## config.mk

```make
export PLATFORM = sky130hd
export DESIGN_NAME = psw_flags_core
export DESIGN_NICKNAME = d
export VERILOG_FILES = /design/src/design/psw_pkg.sv /design/src/design/psw_flags_core.sv
export VERILOG_INCLUDE_DIRS = /design/src /design/src/design
export SDC_FILE = /design/constraint.sdc
export NUM_CORES = 1
export LEC_CHECK = 0
export ABC_AREA = 1
export BUFFER_PORTS_ARGS = -buffer_cell sky130_fd_sc_hd__clkbuf_2
export CAP_MARGIN = 0
export CORE_AREA = 2 2 371 373
export DETAILED_ROUTE_END_ITERATION = 8
export DIE_AREA = 0 0 373 375
export SYNTH_ARGS = -nofsm -noshare
export SYNTH_HDL_FRONTEND = slang
export SYNTH_SLANG_ARGS = --single-unit
```

## constraint.sdc

```tcl
create_clock -name REF_CLK_IN -period 2.7 [get_ports REF_CLK_IN]
set_input_delay 0.54 -clock REF_CLK_IN [delete_from_list [all_inputs] [get_ports REF_CLK_IN]]
set_output_delay 0.54 -clock REF_CLK_IN [all_outputs]
set_load 0.03 [all_outputs]
```

## src/design/psw_params.svh

```systemverilog
// Purpose: constants for the status word and register bank block
// Assumes: APB with 32-bit data, one aligned word per register
// Notes: bit positions index the 8-bit condition code field
`ifndef PSW_PARAMS_SVH
`define PSW_PARAMS_SVH

`define PSW_OFS_STATUS 12'h000
`define PSW_OFS_BANK_ADDR 12'h004
`define PSW_OFS_RESULT 12'h008

`define PSW_BIT_H 7
`define PSW_BIT_I 6
`define PSW_BIT_IL1 5
`define PSW_BIT_IL0 4
`define PSW_BIT_N 3
`define PSW_BIT_Z 2
`define PSW_BIT_V 1
`define PSW_BIT_C 0

`define PSW_RST_BANK_POINTER 8'h00
`define PSW_RST_CCR 8'h30

`define PSW_BANK_BASE 16'h0100
`define PSW_BANK_SHIFT 3
`define PSW_BANK_COUNT 16
`define PSW_REGS_PER_BANK 8

`endif

```

## src/design/psw_pkg.sv

```systemverilog
// Purpose: types shared by the status word block and its bench
// Assumes: constants come from psw_params.svh
// Notes: condition code layout matches the bit macros
package psw_pkg;

  typedef enum logic [2:0] {
    OP_ADD = 3'h0,
    OP_ADDC = 3'h1,
    OP_SUB = 3'h2,
    OP_SUBC = 3'h3,
    OP_CMP = 3'h4,
    OP_SHL = 3'h5,
    OP_SHR = 3'h6,
    OP_NONE = 3'h7
  } alu_op_t;

  typedef struct packed {
    logic half_carry;
    logic irq_enable;
    logic [1:0] interrupt_level_mask;
    logic negative;
    logic zero;
    logic overflow;
    logic carry;
  } ccr_t;

  typedef struct packed {
    logic valid;
    alu_op_t op;
    logic [7:0] a;
    logic [7:0] b;
  } alu_req_t;

  typedef struct packed {
    logic valid;
    logic [1:0] level;
  } irq_req_t;

  typedef struct packed {
    logic we;
    logic [2:0] sel;
    logic [7:0] wdata;
  } gpr_req_t;

endpackage

```

## src/design/psw_flags_core.sv

```systemverilog
// Purpose: status word, flag logic, interrupt gate and register banks
// Assumes: requests synchronous to REF_CLK_IN; APB slave, no wait states
// Notes: APB write to the status word wins over a same-cycle ALU update
// How it works
// RQ1: Status word is bank pointer high byte over condition code low byte.
// RQ2: Half carry set on carry 3 to 4 or borrow 4 to 3.
// RQ3: Interrupts pass only while enable flag is 1; reset clears it.
// RQ4: Request served only if its level beats mask; mask 3 blocks all.
// RQ5: Negative flag copies the result's top bit.
// RQ6: Zero flag set when the result is zero.
// RQ7: Overflow flag set on signed two's complement overflow.
// RQ8: Carry flag set on carry out of or borrow into bit 7.
// RQ9: Shifts load carry with the bit shifted out.
// RQ10: Sixteen banks of eight 8-bit general registers.
// RQ11: Bank starts at 0100 hex plus eight times the pointer.
// RQ12: Untouched flags hold; software writes update pointer and flags.
`timescale 1ns/1ns
`include "psw_params.svh"

module psw_flags_core (
  input wire logic REF_CLK_IN,
  input wire logic RST_IN,
  input wire logic PSEL_IN,
  input wire logic PENABLE_IN,
  input wire logic PWRITE_IN,
  input wire logic [11:0] PADDR_IN,
  input wire logic [31:0] PWDATA_IN,
  output logic PREADY_OUT,
  output logic [31:0] PRDATA_OUT,
  output logic PSLVERR_OUT,
  input wire psw_pkg::alu_req_t ALU_REQ_IN,
  output logic [7:0] RESULT_OUT,
  output logic RESULT_VALID_OUT,
  input wire psw_pkg::irq_req_t IRQ_REQ_IN,
  output logic IRQ_TAKE_OUT,
  input wire psw_pkg::gpr_req_t GPR_REQ_IN,
  output logic [7:0] GPR_RDATA_OUT,
  output logic [15:0] BANK_ADDR_OUT,
  output logic [15:0] GPR_ADDR_OUT,
  output logic [15:0] PROGRAM_STATUS_WORD_OUT
);
  import psw_pkg::*;

  localparam int BANK_BITS = $clog2(`PSW_BANK_COUNT);
  localparam int SEL_BITS = $clog2(`PSW_REGS_PER_BANK);
  localparam int GPR_DEPTH = `PSW_BANK_COUNT * `PSW_REGS_PER_BANK;

  logic [7:0] bank_pointer_r;
  ccr_t condition_code_field_r;
  ccr_t ccr_nxt;
  logic [7:0] result_r;
  logic [7:0] result_nxt;
  logic write_result;
  logic result_valid_r;
  logic [31:0] rdata_r;
  logic err_r;
  logic [15:0] bank_addr_r;
  logic [7:0] gpr_rdata_r;
  logic [7:0] gpr_mem [0:GPR_DEPTH-1];

  logic apb_setup;
  logic apb_access;
  logic apb_wr;
  logic addr_hit;
  logic status_wr;

  logic [8:0] sum9;
  logic [4:0] sum_lo;
  logic [8:0] dif9;
  logic [4:0] dif_lo;
  logic cin;
  logic [BANK_BITS+SEL_BITS-1:0] gpr_index;

  // Zero wait states: read data is captured in the setup cycle
  assign apb_setup = PSEL_IN && !PENABLE_IN;
  assign apb_access = PSEL_IN && PENABLE_IN;
  assign apb_wr = apb_access && PWRITE_IN;
  assign addr_hit = (PADDR_IN == `PSW_OFS_STATUS) ||
                    (PADDR_IN == `PSW_OFS_BANK_ADDR) ||
                    (PADDR_IN == `PSW_OFS_RESULT);
  assign status_wr = apb_wr && (PADDR_IN == `PSW_OFS_STATUS);

  assign PREADY_OUT = apb_access;
  assign PRDATA_OUT = rdata_r;
  assign PSLVERR_OUT = apb_access && err_r;

  // Carry and borrow inputs for the chained forms
  always_comb begin
    case (ALU_REQ_IN.op)
      OP_ADDC: cin = condition_code_field_r.carry;
      OP_SUBC: cin = condition_code_field_r.carry;
      default: cin = 1'b0;
    endcase
  end

  always_comb begin
    sum9 = {1'b0, ALU_REQ_IN.a} + {1'b0, ALU_REQ_IN.b} + {8'h00, cin};
    sum_lo = {1'b0, ALU_REQ_IN.a[3:0]} + {1'b0, ALU_REQ_IN.b[3:0]} + {4'h0, cin};
    dif9 = {1'b0, ALU_REQ_IN.a} - {1'b0, ALU_REQ_IN.b} - {8'h00, cin};
    dif_lo = {1'b0, ALU_REQ_IN.a[3:0]} - {1'b0, ALU_REQ_IN.b[3:0]} - {4'h0, cin};
  end

  // Flag update; fields an operation does not define keep their value
  always_comb begin
    ccr_nxt = condition_code_field_r; // see RQ12
    result_nxt = result_r;
    write_result = 1'b0;
    if (ALU_REQ_IN.valid) begin
      case (ALU_REQ_IN.op)
        OP_ADD, OP_ADDC: begin
          result_nxt = sum9[7:0];
          write_result = 1'b1;
          ccr_nxt.half_carry = sum_lo[4]; // see RQ2
          ccr_nxt.carry = sum9[8]; // see RQ8
          ccr_nxt.overflow = (ALU_REQ_IN.a[7] == ALU_REQ_IN.b[7]) &&
                             (sum9[7] != ALU_REQ_IN.a[7]); // see RQ7
          ccr_nxt.negative = sum9[7]; // see RQ5
          ccr_nxt.zero = (sum9[7:0] == 8'h00); // see RQ6
        end
        OP_SUB, OP_SUBC, OP_CMP: begin
          result_nxt = (ALU_REQ_IN.op == OP_CMP) ? result_r : dif9[7:0];
          write_result = (ALU_REQ_IN.op != OP_CMP);
          ccr_nxt.half_carry = dif_lo[4]; // see RQ2
          ccr_nxt.carry = dif9[8]; // see RQ8
          ccr_nxt.overflow = (ALU_REQ_IN.a[7] != ALU_REQ_IN.b[7]) &&
                             (dif9[7] != ALU_REQ_IN.a[7]); // see RQ7
          ccr_nxt.negative = dif9[7]; // see RQ5
          ccr_nxt.zero = (dif9[7:0] == 8'h00); // see RQ6
        end
        OP_SHL: begin
          // Rotate through carry so multi-byte shifts chain
          result_nxt = {ALU_REQ_IN.a[6:0], condition_code_field_r.carry};
          write_result = 1'b1;
          ccr_nxt.carry = ALU_REQ_IN.a[7]; // see RQ9
          ccr_nxt.negative = ALU_REQ_IN.a[6]; // see RQ5
          ccr_nxt.zero = ({ALU_REQ_IN.a[6:0], condition_code_field_r.carry} == 8'h00); // see RQ6
        end
        OP_SHR: begin
          result_nxt = {condition_code_field_r.carry, ALU_REQ_IN.a[7:1]};
          write_result = 1'b1;
          ccr_nxt.carry = ALU_REQ_IN.a[0]; // see RQ9
          ccr_nxt.negative = condition_code_field_r.carry; // see RQ5
          ccr_nxt.zero = ({condition_code_field_r.carry, ALU_REQ_IN.a[7:1]} == 8'h00); // see RQ6
        end
        default: begin
          result_nxt = result_r;
          write_result = 1'b0;
        end
      endcase
    end
    // Software write is the later of the two and wins
    if (status_wr) begin
      ccr_nxt = ccr_t'(PWDATA_IN[7:0]); // see RQ12
    end
  end

  // Condition code field, reset clears the enable flag
  always_ff @(posedge REF_CLK_IN or posedge RST_IN) begin
    if (RST_IN) begin
      condition_code_field_r <= ccr_t'(`PSW_RST_CCR); // see RQ3
    end else begin
      condition_code_field_r <= ccr_nxt;
    end
  end

  // Bank pointer, written only by software
  always_ff @(posedge REF_CLK_IN or posedge RST_IN) begin
    if (RST_IN) begin
      bank_pointer_r <= `PSW_RST_BANK_POINTER;
    end else if (status_wr) begin
      bank_pointer_r <= PWDATA_IN[15:8]; // see RQ1
    end
  end

  // Result register and its one-cycle strobe
  always_ff @(posedge REF_CLK_IN or posedge RST_IN) begin
    if (RST_IN) begin
      result_r <= 8'h00;
      result_valid_r <= 1'b0;
    end else begin
      result_r <= result_nxt;
      result_valid_r <= write_result;
    end
  end

  assign RESULT_OUT = result_r;
  assign RESULT_VALID_OUT = result_valid_r;
  assign PROGRAM_STATUS_WORD_OUT = {bank_pointer_r, condition_code_field_r}; // see RQ1

  // Higher level number means higher priority, so a mask of 3 shuts all out
  assign IRQ_TAKE_OUT = IRQ_REQ_IN.valid &&
                        condition_code_field_r.irq_enable && // see RQ3
                        (IRQ_REQ_IN.level > condition_code_field_r.interrupt_level_mask); // see RQ4

  // Full pointer feeds the address; banks above 15 exceed the register area
  always_ff @(posedge REF_CLK_IN or posedge RST_IN) begin
    if (RST_IN) begin
      bank_addr_r <= `PSW_BANK_BASE;
    end else begin
      bank_addr_r <= `PSW_BANK_BASE + {5'h00, bank_pointer_r, 3'h0}; // see RQ11
    end
  end

  assign BANK_ADDR_OUT = bank_addr_r;
  assign GPR_ADDR_OUT = bank_addr_r + {13'h0000, GPR_REQ_IN.sel}; // see RQ11

  // Storage aliases on the low pointer bits beyond the sixteenth bank
  assign gpr_index = {bank_pointer_r[BANK_BITS-1:0], GPR_REQ_IN.sel}; // see RQ10

  // Register contents are undefined after reset, like the RAM they model
  always_ff @(posedge REF_CLK_IN) begin
    if (GPR_REQ_IN.we) begin
      gpr_mem[gpr_index] <= GPR_REQ_IN.wdata; // see RQ10
    end
  end

  always_ff @(posedge REF_CLK_IN or posedge RST_IN) begin
    if (RST_IN) begin
      gpr_rdata_r <= 8'h00;
    end else if (!GPR_REQ_IN.we) begin
      gpr_rdata_r <= gpr_mem[gpr_index];
    end
  end

  assign GPR_RDATA_OUT = gpr_rdata_r;

  // Read mux captured in setup so the access phase needs no wait state
  always_ff @(posedge REF_CLK_IN or posedge RST_IN) begin
    if (RST_IN) begin
      rdata_r <= 32'h0000_0000;
      err_r <= 1'b0;
    end else if (apb_setup) begin
      err_r <= !addr_hit;
      case (PADDR_IN)
        `PSW_OFS_STATUS: rdata_r <= {16'h0000, bank_pointer_r, condition_code_field_r};
        `PSW_OFS_BANK_ADDR: rdata_r <= {16'h0000, bank_addr_r};
        `PSW_OFS_RESULT: rdata_r <= {24'h00_0000, result_r};
        default: rdata_r <= 32'h0000_0000;
      endcase
    end
  end

endmodule // psw_flags_core

```

==> results of run 1 <==
==> report_power, final <==
group          leakage, nW  switching [W]  internal [W]
logic                 11.9        0.00207      0.000816
clock network         1.71        0.00656       0.00841
registers             9.90      0.0000904        0.0185
total                 23.5        0.00871        0.0277
==> registers in the layout, summed over array words and instances, names as in the netlist <==
signal                   count
BANK_ADDR_OUT                9
GPR_RDATA_OUT                8
PRDATA_OUT                  16
PROGRAM_STATUS_WORD_OUT      8
RESULT_OUT                   8
RESULT_VALID_OUT             1
bank_pointer_r               8
err_r                        1
gpr_mem                   1024
==> per-stage QoR <==
step	instances	power (W)	setup TNS [ns]	setup slack, ns
floorplan	4770	0.02044	0	0.09597
detailed placement	6778	0.02173	-0.9987	-0.1788
global placement	6778	0.02172	-1.241	-0.2305
global route	6994	0.03755	-0.06516	-0.04243
CTS	6992	0.03664	0	0.04899
finish	6994	0.03639	0	0.1288
==> cell type report <==
| class | instances | area [µm²] | area share (%) |
|---|---|---|---|
| flip-flops and latches | 1083 | 32230 | 58.12 |
| well taps | 1794 | 2245 | 4.047 |
| clock buffers | 138 | 2909 | 5.245 |
| multi-input cells | 3317 | 13230 | 23.85 |
| inverters | 128 | 500.5 | 0.9024 |
| clock inverters | 67 | 586.8 | 1.058 |
| repair buffers | 467 | 3761 | 6.782 |
==> what timing repair did <==
| item | in CTS | in global routing |
|---|---|---|
| pin swaps | 0 | 8 |
| hold endpoints to repair | 63 | 0 |
| gates cloned | 0 | 0 |
| setup buffers | 1 | 2 |
| resized for setup | 1 | 17 |
| hold buffers | 8 | 0 |
| endpoints found under the setup margin | 1 | 8 |
==> final timing paths <==
path | startpoint | end | cells after the start
worst max-delay path | PROGRAM_STATUS_WORD_OUT[0] | PROGRAM_STATUS_WORD_OUT[2] | 16
worst min-delay path | PWDATA_IN[11] | bank_pointer_r[3] | 3
worst max register to register | PROGRAM_STATUS_WORD_OUT[0] | PROGRAM_STATUS_WORD_OUT[2] | 16
worst min register to register | bank_pointer_r[4] | BANK_ADDR_OUT[7] | 0
max in group asynchronous | RST_IN | RESULT_OUT[5] | 4
min in group asynchronous | RST_IN | BANK_ADDR_OUT[10] | 4
==> worst reg2reg max path, cell delays in order, from the launching register on <==
cell	delay (ns)
dfrtp_1	0.36
inv_2	0.06
nor3_4	0.21
inv_2	0.06
fa_2	0.47
buf_4	0.15
ha_1	0.19
o21ai_2	0.12
nand2_2	0.11
buf_6	0.13
xor2_2	0.14
nand3_1	0.10
nor2_1	0.04
a21oi_1	0.16
nand2_1	0.07
nand2_1	0.06
nand2_1	0.04
==> cell usage in the layout (no fill, tap or decap), types with 4 or more instances in the layout <==
cell	count
dlygate4sd3_1	8
xor2_1	4
clkinv_2	18
o21ai_0	56
o21ai_1	7
ha_1	22
nor2_2	4
nand3_1	41
nor2_1	244
clkbuf_1	24
inv_6	7
dfrtp_1	56
buf_12	43
clkbuf_8	4
clkinv_1	29
nand2_2	4
clkbuf_2	128
a21oi_1	65
inv_2	21
buf_4	285
edfxtp_1	1024
nor3_1	6
o22ai_1	7
nand2_1	2777
conb_1	27
nand4_1	11
bufinv_16	8
inv_1	103
clkbuf_16	111
==> logic make-up (layout without fill, tap and decap cells) <==
| kind of cell | count (synthesis) | after routing |
|---|---|---|
| compound gates | 156 | 156 |
| xor+xnor | 7 | 7 |
| fa+ha+maj | 28 | 28 |
| buf+inv | 370 | 800 |
| flops | 1083 | 1083 |
| other cells | 1 | 27 |
| simple gates | 3099 | 3099 |
==> routing by layer <==
metal  vias to the layer above  routed length (µm)  track usage, %
met5                         -                  13               0
met4                         2                3475           5.246
met3                       200                9814           3.270
met2                      1215               62050           30.23
met1                     16100               58390           25.95
li1                      16070                   -               -
==> flow_metrics.tcl, run 1 <==
set metrics [dict create \
    yosysMostFrequentCell "nand2_1" \
    grt_pass1_wl_um 198400 \
    power.density_nw_per_um2 656.2 \
    clock_latency_ns 0.73 \
    cts_root_buf "clkbuf_16" \
    fin_crit_sh_pct 95.23 \
    cts_tree "built" \
    clk_pin_slew_ns 0.07 \
    slew_headroom_pct 52.37 \
    ys_top_cells_by_area "edfxtp_1 65%, nand2_1 22%, dfrtp_1 3.0%" \
    drtIter0Drc 3420 \
    hold_class "input pin to flip-flop" \
    hold_viol_final 0 \
    worstSetupPathType "flip-flop to flip-flop" \
    cp_num_buf_inv 4 \
    die_w_um 373 \
    yosys_most_used_dff "edfxtp_1" \
    critPathTopFamily "adder cells" \
    final_area_um2 55460 \
    max_freq_mhz 388.9 \
    drv_slew 0 \
    synth_simple_gate_area_share_pct 24.95 \
    cts_made_buffers 111 \
    whs_ns 0.05451 \
    start_kind "flip-flop" \
    synth_seq_area_share_pct 68.25 \
    synth_edf_count 1024 \
    drc_errors 0 \
    initial_utilization_pct 34.65 \
    postLayoutCoreUtil_pct 40.69 \
    ff2ff_setup_slack_ns 0.13 \
    synth_top_family_by_area "simple AND/OR/NAND/NOR gates" \
    status "finished, final reports clean" \
    port_buffers 140 \
    synth.top_cell.area_share_pct 65.12 \
    finalSetupViolCount 0 \
    antenna_found_initial 2 \
    synthAdderAreaFrac_pct 0.8055 \
    area_delta_synth_final_pct 17.44 \
    hpwl_um 86830 \
    cts.sinks 1083 \
    wl_per_cell_um 19.12 \
    synth-seq-cells 1083 \
    grt_pass1_vias 31350 \
    fillers 12990 \
    final_nets 5220 \
    drt-total-wl_um 133700 \
    vdd_drop_max_mv 0.5351 \
    core_um2 136300 \
    crit_fanout 3 \
    cts_buffer_depth 3 \
    viasPerCell 4.802 \
    gp_congestion 0.9144 \
    yosysWarnings 0 \
    synthTopCellsByCount "2779 x nand2_1, 1024 x edfxtp_1, 244 x nor2_1" \
    syn_inst 4744 \
    syn-cell-area_um2 47220 \
    grt_max_degree 129 \
    cts_max_level 3 \
    n_antenna_cell 0 \
    slowest_delay_ns 0.47 \
    cp.required_ns 3.32 \
    rows 136 \
    muxShareOfSynthArea_pct 0 \
    track_usage_pct 18.73 \
    synth_compound_area_share_pct 1.788 \
    synth_xor_xnor_area_share_pct 0.1298 \
    cp_cell_sequence "inv_2 > nor3_4 > inv_2 > fa_2 > buf_4 > ha_1 > o21ai_2 > nand2_2 > buf_6 > xor2_2 > nand3_1 > nor2_1 > a21oi_1 > nand2_1 > nand2_1 > nand2_1" \
    drv_cap 0 \
    yosysTopAreaCell "edfxtp_1" \
    layout-drive-gt1-share_pct 12.71 \
    arrival_ns 3.19 \
    placed_area_um2 51800 \
    leakage_nw 23.49 \
    vias 33590 \
    fp.dieH_um 375 \
    period_needed_ns 2.571 \
    first_pass_iters 8 \
    syn_area_per_cell_um2 9.954 \
    tightest_slew_ns 0.7145 \
    fp.dieArea_um2 139900 \
    critPathCaptureType "flip-flop" \
    ioPinCount 184 \
    synth_cell_types 46 \
    cp_slowest_cell "fa_2" \
    final_antenna_net_count 0 \
    grt_overflow_total 0 \
    skew_ns 0.03293 \
    cp_common_cell "nand2_1" \
    ys_async_sr_fraction_pct 5.448 \
]
No activity file was read; power rests on OpenSTA's default activity.
==> inputs of run 2 (changes only) <==
Settings changed: PLACE_DENSITY_LB_ADDON set to 0.25, SETUP_SLACK_MARGIN set to 0.5.
==> run 2 against run 1 <==
  * Total power is 1.0% higher
  * Fmax grew 1.6%
  * Die area unchanged
  * Final area increased by 1.3%
  * First-iteration DRC count fell by 18%
  * Hold slack got worse by 0.0040 ns
  * Final cell count down 0.41%
  * Clock-buffer cell count decreased by 2
  * Clock skew is 0.011 ns higher
  * Combinational power grew 2%
  * Non-clock buffer count decreased by 33
  * Flip-flop and latch count is the same
  * Largest power group unchanged
==> flow_metrics.tcl, run 2 (same netlist as run 1, synthesis figures left out) <==
set metrics [dict create \
    arrival_ns 1.99 \
    core_um2 136300 \
    status "finished, final reports clean" \
    hold_class "input pin to flip-flop" \
    cts_made_buffers 114 \
    track_usage_pct 18.99 \
    layout_common_cells "2763 x nand2_1, 1024 x edfxtp_1, 228 x buf_4, 157 x nor2_1, 128 x clkbuf_2" \
    period_needed_ns 2.532 \
    max_freq_mhz 395.0 \
    grt_pass1_vias 31650 \
    finalNonFillerCells 6965 \
    layout_setup_ws_ns 0.1682 \
    slew_headroom_pct 47.36 \
    grt_overflow_total 0 \
    start_kind "flip-flop" \
    worstRegToRegCells 15 \
    wl_per_cell_um 19.31 \
    clock_latency_ns 0.74 \
    hold_viol_final 0 \
    viasPerCell 4.735 \
    cp_slowest_cell "dfstp_2" \
    fp.dieH_um 375 \
    drc_errors 0 \
    ioPinCount 184 \
    first_pass_iters 6 \
    drv_slew 0 \
    vdd_drop_max_mv 0.5783 \
    dp.cells 6740 \
    hpwl_um 87130 \
    cts_tree "built" \
    regMostFlops "gpr_mem" \
    hold_depth 3 \
    vias 32980 \
    pre_cts_ws_ns -0.1551 \
    initial_utilization_pct 34.65 \
    final_antenna_net_count 0 \
    finalSetupViolCount 0 \
    largest_register_ffs 1024 \
    cp.required_ns 2.16 \
    fin_crit_sh_pct 93.77 \
    clk_pin_slew_ns 0.06 \
    critPathCaptureType "output port" \
    fillers 13160 \
    rows 136 \
    cts_max_level 3 \
    final_nets 5190 \
    final_common_cell "nand2_1" \
    slowest_delay_ns 0.54 \
    cp_cell_sequence "inv_2 > ha_4 > a21oi_2 > a211oi_2 > clkbuf_8" \
    drv_cap 0 \
    port_buffers 140 \
    cts_buffer_depth 3 \
    grt_pass1_wl_um 201000 \
    worstSetupPathType "flip-flop to output port" \
    area_delta_synth_final_pct 18.97 \
    crit_fanout 2 \
    drtIter0Drc 2814 \
    grt_max_degree 129 \
    power.density_nw_per_um2 654.3 \
    leakage_nw 23.49 \
    drt-total-wl_um 134500 \
    tightest_slew_ns 0.7895 \
    rsz0062_at_grt "yes" \
    p_total_w 0.03676 \
    die_w_um 373 \
    gp_congestion 0.9293 \
    antenna_found_initial 0 \
    layout-drive-gt1-share_pct 15.03 \
    fp.dieArea_um2 139900 \
    skew_ns 0.04384 \
    cts.sinks 1083 \
    cts_root_buf "clkbuf_16" \
]
[run 2: final cells by class]
type                    count  area (µm²)  area share (%)
flip-flops and latches   1083       32240           57.38
multi-input cells        3317       13770           24.51
repair buffers            434        3796           6.757
clock buffers             136        2978           5.301
well taps                1794        2245           3.996
clock inverters            71       615.6           1.096
inverters                 128       536.8          0.9555
diodes                      2       5.005        0.008909
[run 2: per-layer routing]
metal	global-route usage, %	vias to the layer above	part of all wire, %
met1	25.79	15730	44
met4	5.177	0	2.4
li1	-	16030	-
met3	3.953	189	6.9
met5	0	-	0
met2	30.82	1036	47
[run 2: power by group]
part / internal (W) / switching, W / total [W]
clock network: 0.00869 / 0.00657 / 0.0153
logic: 0.000849 / 0.00210 / 0.00295
registers: 0.0185 / 0.0000836 / 0.0185
[run 2: worst paths after layout]
kind	slack (ns)	startpoint	end
min in group asynchronous	0.52	RST_IN	BANK_ADDR_OUT[11]
min	0.05	PWDATA_IN[12]	bank_pointer_r[4]
max in group asynchronous	1.51	RST_IN	PROGRAM_STATUS_WORD_OUT[4]
max reg2reg	0.32	PROGRAM_STATUS_WORD_OUT[0]	PROGRAM_STATUS_WORD_OUT[2]
min reg2reg	0.44	bank_pointer_r[4]	BANK_ADDR_OUT[7]
max	0.17	PROGRAM_STATUS_WORD_OUT[5]	IRQ_TAKE_OUT
[run 2: timing repair]
| item | 4_1_cts | 5_1_grt |
|---|---|---|
| hold buffers | 3 | 0 |
| gates resized for setup | 70 | 61 |
| setup endpoints to repair | 549 | 815 |
| buffers inserted | 3 | 10 |
| pin swaps | 20 | 24 |
| endpoints found under the hold margin | 27 | 0 |
[run 2: critical path: cells and delay by family, from the launching register on]
family | cells | cell delay, ns
fa+ha+maj | 1 | 0.26
buf+inv | 2 | 0.25
compound gates | 2 | 0.23
flops | 1 | 0.54
[run 2: stage by stage]
| step | instance area (µm²) | util (%) | setup TNS (ns) | hold slack (ns) |
|---|---|---|---|---|
| floorplan | 47550 | - | 0 | 0.4641 |
| global placement | 51940 | 38.11 | -1.141 | 0.4221 |
| detailed placement | 51940 | 38.11 | -1.028 | 0.4268 |
| CTS | 55860 | 40.98 | 0 | 0.006366 |
| global route | 56170 | 41.21 | 0 | 0.03106 |
| finish | 56180 | 41.22 | 0 | 0.05051 |
